### src/design/pir_pkg.sv
// Shared constants, types and decode helpers for the PCI-to-ISA cycle router.
package pir_pkg;

  // Timing, all derived from the 25 MHz clock.
  localparam int CLK_NS        = 40;
  localparam int ISA_CMD_NS    = 240;
  localparam int ISA_REC_NS    = 480;
  localparam int REF_PERIOD_NS = 15000;
  localparam logic [7:0] CMD_CYC = 8'((ISA_CMD_NS + CLK_NS - 1) / CLK_NS);
  localparam logic [7:0] REC_CYC = 8'((ISA_REC_NS + CLK_NS - 1) / CLK_NS);
  localparam logic [8:0] REF_CYC = 9'(REF_PERIOD_NS / CLK_NS);
  localparam logic [7:0] CNT_ONE = 8'h01;
  localparam logic [8:0] REF_ONE = 9'h001;

  // Bus commands.
  localparam logic [3:0] CMD_IO_RD   = 4'h2;
  localparam logic [3:0] CMD_IO_WR   = 4'h3;
  localparam logic [3:0] CMD_MEM_RD  = 4'h6;
  localparam logic [3:0] CMD_MEM_WR  = 4'h7;
  localparam logic [3:0] CMD_CFG_RD  = 4'hA;
  localparam logic [3:0] CMD_CFG_WR  = 4'hB;
  localparam logic [3:0] CMD_MEM_RDM = 4'hC;
  localparam logic [3:0] CMD_MEM_RDL = 4'hE;
  localparam logic [3:0] CMD_MEM_WRI = 4'hF;

  // Functions and configuration layout.
  localparam int NUM_FUNC  = 2;
  localparam int CFG_WORDS = 4;
  localparam logic [2:0] FUNC_BRIDGE = 3'h0;
  localparam logic [2:0] FUNC_DISK   = 3'h1;
  localparam logic [1:0] CFG_IDX_ID  = 2'h0;
  localparam logic [1:0] CFG_IDX_CMD = 2'h1;
  localparam logic [1:0] CFG_TYPE0   = 2'h0;
  localparam int CMD_IO_EN  = 0;
  localparam int CMD_MEM_EN = 1;

  // Address decode windows.
  localparam logic [12:0] IDE_CMD_BASE = 13'h003E;
  localparam logic [11:0] BM_BASE      = 12'hCC0;
  localparam logic [2:0]  IDE_DATA_OFS = 3'h0;
  localparam logic [15:0] ZERO16       = 16'h0000;
  localparam logic [7:0]  ZERO8        = 8'h00;

  typedef enum logic [2:0] {
    PATH_CTL8, PATH_PIO, PATH_REG, PATH_BMX, PATH_ISA, PATH_NONE
  } pir_path_t;

  typedef struct packed {
    logic [3:0]  cmd;
    logic [31:0] addr;
    logic        idsel;
    logic [3:0]  be;
    logic [31:0] wdata;
  } pir_req_t;

  typedef struct packed {
    logic [31:0] data;
    pir_path_t   path;
  } pir_rsp_t;

  typedef struct packed {
    logic [23:0] addr;
    logic [15:0] wdata;
    logic        data_oe;
    logic        ior_b;
    logic        iow_b;
    logic        memr_b;
    logic        memw_b;
    logic        refresh_b;
  } pir_isa_t;

  localparam pir_isa_t ISA_IDLE = '{addr: 24'h000000, wdata: 16'h0000,
    data_oe: 1'b0, ior_b: 1'b1, iow_b: 1'b1, memr_b: 1'b1, memw_b: 1'b1,
    refresh_b: 1'b1};

  function automatic logic is_cfg(input logic [3:0] c);
    return c == CMD_CFG_RD || c == CMD_CFG_WR;
  endfunction

  function automatic logic is_io(input logic [3:0] c);
    return c == CMD_IO_RD || c == CMD_IO_WR;
  endfunction

  function automatic logic is_mem(input logic [3:0] c);
    return c == CMD_MEM_RD || c == CMD_MEM_WR || c == CMD_MEM_RDM ||
           c == CMD_MEM_RDL || c == CMD_MEM_WRI;
  endfunction

  function automatic logic is_write(input logic [3:0] c);
    return c == CMD_IO_WR || c == CMD_MEM_WR || c == CMD_CFG_WR ||
           c == CMD_MEM_WRI;
  endfunction

  function automatic logic one_byte(input logic [3:0] be);
    return (be & (be - 4'h1)) == 4'h0;
  endfunction

endpackage

### src/design/pir_top.sv
// Cycle router of a PCI-to-ISA bridge: decode, ISA cycles, refresh, DMA.
// Behaviour
// - Two functions, each with own configuration space.
// - Forward target cycles; request master for DMA.
// - ISA commands, recovery, wait states, data steering.
// - Self-timed refresh drives command and row.
// - Arbiter orders refresh, DMA and PCI cycles.
// - Hold processor off during DMA cycles.
// - Reset state then active; latch strap.
// - Active state watches every transaction.
// - Claim config on IDSEL, command, AD low.
// - I/O needs enable; config always honoured.
// - Route cycles to one of five paths.
module pir_top #(
  // Identification word; the value is arbitrary.
  parameter logic [31:0] DEV_ID = 32'h5A5A0001
) (
  // Clock, reset and strap
  input  wire logic           mclk,
  input  wire logic           rst_b,
  input  wire logic           strap_mode,
  output logic                active,
  output logic                mode_latched,
  // Target requests
  input  wire logic           req_valid,
  input  pir_pkg::pir_req_t   req,
  output logic                req_ready,
  output logic                claim,
  // Responses
  output logic                rsp_valid,
  output pir_pkg::pir_rsp_t   rsp,
  input  wire logic           rsp_ready,
  // DMA and ISA master
  input  wire logic           dma_req,
  input  wire logic [31:0]    dma_addr,
  output logic                cpu_hold,
  output logic                pm_req,
  output logic [31:0]         pm_addr,
  output pir_pkg::pir_path_t  cur_path,
  // ISA bus
  output pir_pkg::pir_isa_t   isa,
  input  wire logic           isa_rdy,
  input  wire logic [15:0]    isa_rdata
);
  import pir_pkg::*;

  typedef enum logic [2:0] {
    ST_RESET, ST_IDLE, ST_ISA, ST_PUSH, ST_REC, ST_REF, ST_DMA
  } pir_state_t;

  // Reset release through two flops.
  logic rsync1_ff, rst_sync_b;
  always_ff @(posedge mclk or negedge rst_b) begin
    if (!rst_b) begin
      rsync1_ff  <= 1'b0;
      rst_sync_b <= 1'b0;
    end else begin
      rsync1_ff  <= 1'b1;
      rst_sync_b <= rsync1_ff;
    end
  end

  pir_state_t  state_ff, nxt_state;
  logic [7:0]  cnt_ff, nxt_cnt;
  pir_isa_t    isa_ff, nxt_isa;
  pir_rsp_t    rsp_ff, nxt_rsp;
  pir_path_t   path_ff, nxt_path;
  logic        claim_ff, nxt_claim;
  logic        rec_ff, nxt_rec;
  logic        wr_ff, nxt_wr;
  logic        hold_ff, nxt_hold;
  logic        strap_ff, nxt_strap;
  logic [31:0] pm_addr_ff, nxt_pm_addr;
  logic [31:0] bm_reg_ff, nxt_bm_reg;
  logic [31:0] cfg_ff [NUM_FUNC][CFG_WORDS];
  logic [31:0] nxt_cfg [NUM_FUNC][CFG_WORDS];
  logic [8:0]  ref_cnt_ff, nxt_ref_cnt;
  logic [7:0]  row_ff, nxt_row;
  logic        ref_pend_ff, nxt_ref_pend;
  logic        take, cfg_we, ref_done, buf_ready;
  logic        dec_cfg, fsel;
  logic [1:0]  idx;
  pir_path_t   dec_path;

  // Address decode of the request presented this cycle.
  always_comb begin
    fsel     = req.addr[8];
    idx      = req.addr[3:2];
    dec_cfg  = is_cfg(req.cmd) && req.idsel &&
               req.addr[1:0] == CFG_TYPE0 &&
               req.addr[10:8] <= FUNC_DISK;
    dec_path = PATH_NONE;
    if (dec_cfg) begin
      dec_path = PATH_REG;
    end else if (is_io(req.cmd) && req.addr[31:16] == ZERO16) begin
      if (req.addr[15:3] == IDE_CMD_BASE) begin
        if (cfg_ff[FUNC_DISK[0]][CFG_IDX_CMD][CMD_IO_EN]) begin
          dec_path = (req.addr[2:0] == IDE_DATA_OFS && !one_byte(req.be))
                     ? PATH_PIO : PATH_CTL8;
        end
      end else if (req.addr[15:4] == BM_BASE) begin
        if (cfg_ff[FUNC_DISK[0]][CFG_IDX_CMD][CMD_IO_EN]) begin
          dec_path = PATH_REG;
        end
      end else if (cfg_ff[FUNC_BRIDGE[0]][CFG_IDX_CMD][CMD_IO_EN]) begin
        dec_path = PATH_ISA;
      end
    end else if (is_mem(req.cmd) && req.addr[31:24] == ZERO8 &&
                 cfg_ff[FUNC_BRIDGE[0]][CFG_IDX_CMD][CMD_MEM_EN]) begin
      dec_path = PATH_ISA;
    end
  end

  // Refresh is only let through from idle, ahead of DMA and PCI.
  assign req_ready = state_ff == ST_IDLE && !ref_pend_ff && !dma_req;
  assign take      = req_valid && req_ready;

  // Main sequencer.
  always_comb begin
    nxt_state   = state_ff;
    nxt_cnt     = cnt_ff;
    nxt_isa     = isa_ff;
    nxt_rsp     = rsp_ff;
    nxt_path    = path_ff;
    nxt_claim   = 1'b0;
    nxt_rec     = rec_ff;
    nxt_wr      = wr_ff;
    nxt_strap   = strap_ff;
    nxt_pm_addr = pm_addr_ff;
    nxt_bm_reg  = bm_reg_ff;
    cfg_we      = 1'b0;
    ref_done    = 1'b0;
    case (state_ff)
      ST_RESET: begin
        nxt_strap = strap_mode;
        nxt_state = ST_IDLE;
      end
      ST_IDLE: begin
        if (ref_pend_ff) begin
          nxt_isa           = ISA_IDLE;
          nxt_isa.addr      = {ZERO16, row_ff};
          nxt_isa.refresh_b = 1'b0;
          nxt_isa.memr_b    = 1'b0;
          nxt_cnt           = CMD_CYC;
          nxt_state         = ST_REF;
        end else if (dma_req) begin
          nxt_pm_addr  = dma_addr;
          nxt_isa      = ISA_IDLE;
          nxt_isa.addr = dma_addr[23:0];
          nxt_path     = PATH_BMX;
          nxt_state    = ST_DMA;
        end else if (take && dec_path != PATH_NONE) begin
          nxt_claim = 1'b1;
          nxt_path  = dec_path;
          nxt_wr    = is_write(req.cmd);
          nxt_rsp   = '{data: 32'h00000000, path: dec_path};
          if (dec_path == PATH_REG) begin
            nxt_rec   = 1'b0;
            nxt_state = ST_PUSH;
            if (dec_cfg) begin
              cfg_we = is_write(req.cmd) && idx != CFG_IDX_ID;
              nxt_rsp.data = idx == CFG_IDX_ID ? DEV_ID : cfg_ff[fsel][idx];
            end else if (is_write(req.cmd)) begin
              nxt_bm_reg = req.wdata;
            end else begin
              nxt_rsp.data = bm_reg_ff;
            end
          end else begin
            // Latched host address and data steered onto the ISA side.
            nxt_isa         = ISA_IDLE;
            nxt_isa.addr    = req.addr[23:0];
            nxt_isa.wdata   = req.wdata[15:0];
            nxt_isa.data_oe = is_write(req.cmd);
            nxt_isa.ior_b   = req.cmd != CMD_IO_RD;
            nxt_isa.iow_b   = req.cmd != CMD_IO_WR;
            nxt_isa.memr_b  = !(is_mem(req.cmd) && !is_write(req.cmd));
            nxt_isa.memw_b  = !(is_mem(req.cmd) && is_write(req.cmd));
            nxt_cnt         = CMD_CYC;
            nxt_rec         = 1'b1;
            nxt_state       = ST_ISA;
          end
        end
      end
      ST_ISA: begin
        // A slow target stretches the command by holding ready low.
        if (cnt_ff > CNT_ONE) begin
          nxt_cnt = cnt_ff - CNT_ONE;
        end else if (isa_rdy) begin
          if (!wr_ff) begin
            nxt_rsp.data = {ZERO16, isa_rdata};
          end
          nxt_isa.ior_b   = 1'b1;
          nxt_isa.iow_b   = 1'b1;
          nxt_isa.memr_b  = 1'b1;
          nxt_isa.memw_b  = 1'b1;
          nxt_isa.data_oe = 1'b0;
          nxt_state       = ST_PUSH;
        end
      end
      ST_PUSH: begin
        if (buf_ready) begin
          nxt_cnt   = REC_CYC;
          nxt_state = rec_ff ? ST_REC : ST_IDLE;
        end
      end
      ST_REC: begin
        if (cnt_ff > CNT_ONE) begin
          nxt_cnt = cnt_ff - CNT_ONE;
        end else begin
          nxt_state = ST_IDLE;
        end
      end
      ST_REF: begin
        if (cnt_ff > CNT_ONE) begin
          nxt_cnt = cnt_ff - CNT_ONE;
        end else begin
          nxt_isa.refresh_b = 1'b1;
          nxt_isa.memr_b    = 1'b1;
          ref_done          = 1'b1;
          nxt_cnt           = REC_CYC;
          nxt_state         = ST_REC;
        end
      end
      ST_DMA: begin
        nxt_pm_addr  = dma_addr;
        nxt_isa.addr = dma_addr[23:0];
        if (!dma_req) begin
          nxt_path  = PATH_NONE;
          nxt_state = ST_IDLE;
        end
      end
      default: nxt_state = ST_IDLE;
    endcase
    nxt_hold = nxt_state == ST_DMA;
  end

  always_ff @(posedge mclk or negedge rst_sync_b) begin
    if (!rst_sync_b) begin
      state_ff   <= ST_RESET;
      cnt_ff     <= 8'h00;
      isa_ff     <= ISA_IDLE;
      rsp_ff     <= '{data: 32'h00000000, path: PATH_NONE};
      path_ff    <= PATH_NONE;
      claim_ff   <= 1'b0;
      rec_ff     <= 1'b0;
      wr_ff      <= 1'b0;
      hold_ff    <= 1'b0;
      strap_ff   <= 1'b0;
      pm_addr_ff <= 32'h00000000;
      bm_reg_ff  <= 32'h00000000;
    end else begin
      state_ff   <= nxt_state;
      cnt_ff     <= nxt_cnt;
      isa_ff     <= nxt_isa;
      rsp_ff     <= nxt_rsp;
      path_ff    <= nxt_path;
      claim_ff   <= nxt_claim;
      rec_ff     <= nxt_rec;
      wr_ff      <= nxt_wr;
      hold_ff    <= nxt_hold;
      strap_ff   <= nxt_strap;
      pm_addr_ff <= nxt_pm_addr;
      bm_reg_ff  <= nxt_bm_reg;
    end
  end

  // Configuration words of both functions; word zero is read-only.
  always_comb begin
    nxt_cfg = cfg_ff;
    if (cfg_we) begin
      nxt_cfg[fsel][idx] = req.wdata;
    end
  end

  always_ff @(posedge mclk or negedge rst_sync_b) begin
    if (!rst_sync_b) begin
      for (int f = 0; f < NUM_FUNC; f++) begin
        for (int w = 0; w < CFG_WORDS; w++) begin
          cfg_ff[f][w] <= 32'h00000000;
        end
      end
    end else begin
      cfg_ff <= nxt_cfg;
    end
  end

  // Refresh timer; a new tick wins over the clear of the pending flag.
  always_comb begin
    nxt_ref_cnt  = ref_cnt_ff == 9'h000 ? REF_CYC - REF_ONE
                                        : ref_cnt_ff - REF_ONE;
    nxt_ref_pend = (ref_cnt_ff == 9'h000) || (ref_pend_ff && !ref_done);
    nxt_row      = ref_done ? row_ff + 8'h01 : row_ff;
  end

  always_ff @(posedge mclk or negedge rst_sync_b) begin
    if (!rst_sync_b) begin
      ref_cnt_ff  <= 9'h000;
      ref_pend_ff <= 1'b0;
      row_ff      <= 8'h00;
    end else begin
      ref_cnt_ff  <= nxt_ref_cnt;
      ref_pend_ff <= nxt_ref_pend;
      row_ff      <= nxt_row;
    end
  end

  // A stalled reader backs the sequencer up in the push state.
  pir_buf2 u_buf (
    .mclk       (mclk),
    .rst_sync_b (rst_sync_b),
    .in_valid   (state_ff == ST_PUSH),
    .in_data    (rsp_ff),
    .in_ready   (buf_ready),
    .out_valid  (rsp_valid),
    .out_data   (rsp),
    .out_ready  (rsp_ready)
  );

  assign active       = state_ff != ST_RESET;
  assign mode_latched = strap_ff;
  assign claim        = claim_ff;
  assign cpu_hold     = hold_ff;
  assign pm_req       = state_ff == ST_DMA && dma_req;
  assign pm_addr      = pm_addr_ff;
  assign cur_path     = path_ff;
  assign isa          = isa_ff;
endmodule

### src/design/pir_buf2.sv
// Two-entry response buffer with valid and ready on both sides.
module pir_buf2 (
  // Clock and reset
  input  wire logic         mclk,
  input  wire logic         rst_sync_b,
  // Fill side
  input  wire logic         in_valid,
  input  pir_pkg::pir_rsp_t in_data,
  output logic              in_ready,
  // Drain side
  output logic              out_valid,
  output pir_pkg::pir_rsp_t out_data,
  input  wire logic         out_ready
);
  import pir_pkg::*;

  localparam int DEPTH = 2;

  pir_rsp_t   mem_ff [DEPTH];
  pir_rsp_t   nxt_mem [DEPTH];
  logic       wr_ptr_ff, nxt_wr_ptr;
  logic       rd_ptr_ff, nxt_rd_ptr;
  logic [1:0] count_ff, nxt_count;
  logic       push, pop;

  assign in_ready  = count_ff != 2'(DEPTH);
  assign out_valid = count_ff != 2'h0;
  assign out_data  = mem_ff[rd_ptr_ff];

  always_comb begin
    push       = in_valid && in_ready;
    pop        = out_valid && out_ready;
    nxt_mem    = mem_ff;
    nxt_wr_ptr = wr_ptr_ff;
    nxt_rd_ptr = rd_ptr_ff;
    nxt_count  = count_ff;
    if (push) begin
      nxt_mem[wr_ptr_ff] = in_data;
      nxt_wr_ptr         = ~wr_ptr_ff;
    end
    if (pop) begin
      nxt_rd_ptr = ~rd_ptr_ff;
    end
    if (push && !pop) begin
      nxt_count = count_ff + 2'h1;
    end else if (pop && !push) begin
      nxt_count = count_ff - 2'h1;
    end
  end

  always_ff @(posedge mclk or negedge rst_sync_b) begin
    if (!rst_sync_b) begin
      for (int i = 0; i < DEPTH; i++) begin
        mem_ff[i] <= '{data: 32'h00000000, path: PATH_NONE};
      end
      wr_ptr_ff <= 1'b0;
      rd_ptr_ff <= 1'b0;
      count_ff  <= 2'h0;
    end else begin
      mem_ff    <= nxt_mem;
      wr_ptr_ff <= nxt_wr_ptr;
      rd_ptr_ff <= nxt_rd_ptr;
      count_ff  <= nxt_count;
    end
  end

endmodule

### config.mk
export PLATFORM = sky130hd
export DESIGN_NAME = pir_top
export DESIGN_NICKNAME = d
export VERILOG_FILES = /design/src/design/pir_pkg.sv /design/src/design/pir_top.sv /design/src/design/pir_buf2.sv
export SDC_FILE = /design/constraint.sdc
export NUM_CORES = 1
export LEC_CHECK = 0
export ABC_CLOCK_PERIOD_IN_PS = 17000
export BUFFER_PORTS_ARGS = -buffer_cell sky130_fd_sc_hd__buf_2
export CORE_UTILIZATION = 52
export DETAILED_ROUTE_END_ITERATION = 6
export GPL_TIMING_DRIVEN = 0
export PLACE_DENSITY = 0.73
export SLEW_MARGIN = 20
export SYNTH_ARGS = -nofsm -noshare
export SYNTH_HDL_FRONTEND = slang
export SYNTH_SLANG_ARGS = --single-unit
### constraint.sdc
create_clock -name mclk -period 17 [get_ports mclk]
set_input_delay 4.25 -clock mclk [delete_from_list [all_inputs] [get_ports mclk]]
set_output_delay 4.25 -clock mclk [all_outputs]
set_load 0.02 [all_outputs]
==> flow_summary.json <==
{
  "status": "completed",
  "dp_hpwl_um": 41700,
  "die_y_um": 202,
  "dr_total_vias": 15100,
  "dp_cells": 2407,
  "power.total_mw": 2.39,
  "cts_buffers": 46,
  "tritoncts": "yes",
  "grt_pass1_vias": 15500,
  "core_mm2": 0.0390,
  "end_kind": "output port",
  "synth-edff-count": 0,
  "grt_pass1_wl_um": 90700,
  "reg2reg_from": "state_ff[1]$_DFF_PN0_",
  "io_buffers": 248,
  "fin_nets": 2070,
  "dieWidth_um": 202,
  "htree_levels": 2,
  "fillers": 3051,
  "yosysUniqueCellTypes": 83,
  "ys_warn_count": 0,
  "ir_drop_uv": 59.0,
  "hold_viol_final": 0,
  "slew_viol_final": 0,
  "start_util": 0.531,
  "drt-total-wl_um": 58800,
  "drc": 0,
  "cp_data_arrival_time_ns": 5.44,
  "fin_crit_sh": 0.570,
  "rows": 72,
  "yosys_most_used_dff": "dfrtp_1",
  "skew_ns": 0.0121,
  "multi_input_area_mm2": 0.00885,
  "synthCells": 1633,
  "critPathMaxFanout": 9,
  "syn2layout_area_growth_pct": 17.6,
  "p_leak_nw": 12.4,
  "grt_max_degree": 60,
  "maxCapViolations": 0,
  "tightest_slew_ns": 1.18,
  "detail-route-antenna-nets": 0,
  "startpoint": "dma_req",
  "finalSetupViolCount": 0,
  "ctsResizeCount": 0,
  "synthesis.area_mm2": 0.0207,
  "syn_nets": 1766,
  "clock_latency_ns": 0.58,
  "die_area_mm2": 0.0406,
  "grt.overflow.total": 0,
  "antenna_found_initial": 3,
  "post-route-min-period_ns": 9.69,
  "synth_area_leaders": "dfrtp_1 53%, mux2_2 21%, a22oi_1 2.1%",
  "gr-usage-all-layers": 0.292,
  "utilization": 0.625,
  "cp-start-kind": "input pin",
  "avgSynthCellArea_um2": 12.7,
  "drt_first_pass_iters": 6,
  "required_ns": 12.75,
  "cts_buffer_depth": 3,
  "hold_slack_ns": 0.283,
  "yosys.area.top_type": "dfrtp_1",
  "max_freq_mhz": 103,
  "rsz0062_at_grt": "false",
  "worstSetupPathType": "input pin to output port",
  "ys_seq_area_frac": 0.544,
  "vias_per_cell": 6.04,
  "gp_congestion": 0.917,
  "synth_seq_cells": 450,
  "clockRootBuffer": "clkbuf_16",
  "drive_above_1_share": 0.398,
  "ctsHoldBuffers": 0,
  "post_cts_buffers": 0,
  "routedWlPerCell_um": 23.6,
  "ios": 251,
  "async_flop_share": 1.00,
  "final_cells": 2493,
  "drtIter0Drc": 1098,
  "synth_top_area_share": 0.528,
  "seqCellArea_mm2": 0.0113,
  "cts_sinks": 450,
  "slew_headroom": 0.213,
  "clk_pin_slew_ns": 0.06,
  "hold_path.class": "flop to async pin",
  "power_density_mw_per_mm2": 98.1
}
-- final timing paths --
| check | endpoint | slack, ns | depth (start not counted) |
|---|---|---|---|
| min in group mclk | rst_sync_b$_DFF_PN0_ | 0.36 | 0 |
| worst max-delay path | req_ready | 7.31 | 5 |
| worst min register to register | pm_addr[16]$_DFFE_PN0P_ | 0.28 | 0 |
| worst max register to register | cfg_ff[94]$_DFFE_PN0P_ | 13.75 | 8 |
| max in group asynchronous | rst_sync_b$_DFF_PN0_ | 13.44 | 1 |
| worst min-delay path | pm_addr[16]$_DFFE_PN0P_ | 0.28 | 0 |
-- metal layers --
metal	part of all wire	track usage	wire length (µm)
met5	0.00029	0	17
met2	0.46	0.462	27300
met4	0.030	0.0920	1760
met1	0.43	0.399	25100
met3	0.078	0.0677	4590
-- registers in the layout, summed over array words and instances, names as in the netlist, 2 cells and up --
register / count
ref_cnt_ff: 9
state_ff: 3
cnt_ff: 8
rsp_ff: 35
u_buf.mem_ff: 70
isa: 46
row_ff: 8
bm_reg_ff: 32
u_buf.count_ff: 2
cfg_ff: 192
pm_addr: 32
cur_path: 3
-- metrics by stage --
step / setup WS (ns) / area, µm² / TNS, ns
after floorplan: 3.55 / 20700 / 0
after CTS: 7.33 / 24400 / 0
after detailed placement: 7.38 / 22800 / 0
after global placement: -1.02 / 22600 / -420.18
after global routing: 7.27 / 24400 / 0
final: 7.31 / 24400 / 0
-- synthesized netlist by cell type, drive strengths merged (18+ instances only) --
cell and number:
mux2 431, nor2 41, inv 18, clkbuf 72, a22oi 58, o21ai 61
dfrtp 437, nand2 97, a221oi 33, a21oi 54, buf 42, nand3 33
-- report_power, final --
group | internal, mW | switching [mW] | leakage, nW | total [mW]
clock network | 0.607 | 0.418 | 0.752 | 1.02
registers | 1.10 | 0.0252 | 6.17 | 1.12
logic | 0.0890 | 0.154 | 5.46 | 0.243
-- cell type report --
class / count / share of cell area
antenna: 2 / 0.000205
buffer: 114 / 0.0215
clock buffer: 72 / 0.0570
clock inverter: 12 / 0.00590
inverter: 18 / 0.00277
multi-input combinational: 1051 / 0.363
sequential: 450 / 0.463
tap: 518 / 0.0266
timing repair buffer: 256 / 0.0600
-- cell usage in the layout (no fill, tap or decap), types with 11 or more instances in the layout --
cell,instances
mux2_2,388
dfstp_2,13
clkbuf_16,47
a21oi_1,54
mux2_1,35
o21ai_0,57
inv_1,18
a22oi_1,58
buf_1,12
dfrtp_1,436
nand2_1,97
buf_2,267
a22o_1,17
clkbuf_1,85
nor2_1,40
nand3_1,33
a211oi_1,17
clkbuf_8,12
nor3_1,12
a221oi_1,33
a21o_1,12
a31oi_1,11
o2bb2ai_1,16
-- cell families (layout without fill, tap and decap cells) --
family	after synthesis	in the layout	share of synthesized area
DFF	450	450	0.544
xor gates and xnor gates	18	18	0.00761
other	1	3	0.000181
muxes	437	437	0.239
adders and majority gates	6	6	0.00350
AOI/OAI and AO/OA	331	331	0.113
buffers and inverters	132	472	0.0285
and+or+nand+nor	258	258	0.0638
-- critical path, stage by stage --
cell and delay, ns:
buf_2 0.16, or2_2 0.30, clkbuf_1 0.24, nor2_1 0.25, buf_2 0.23
(Power assumes the default switching activity.)
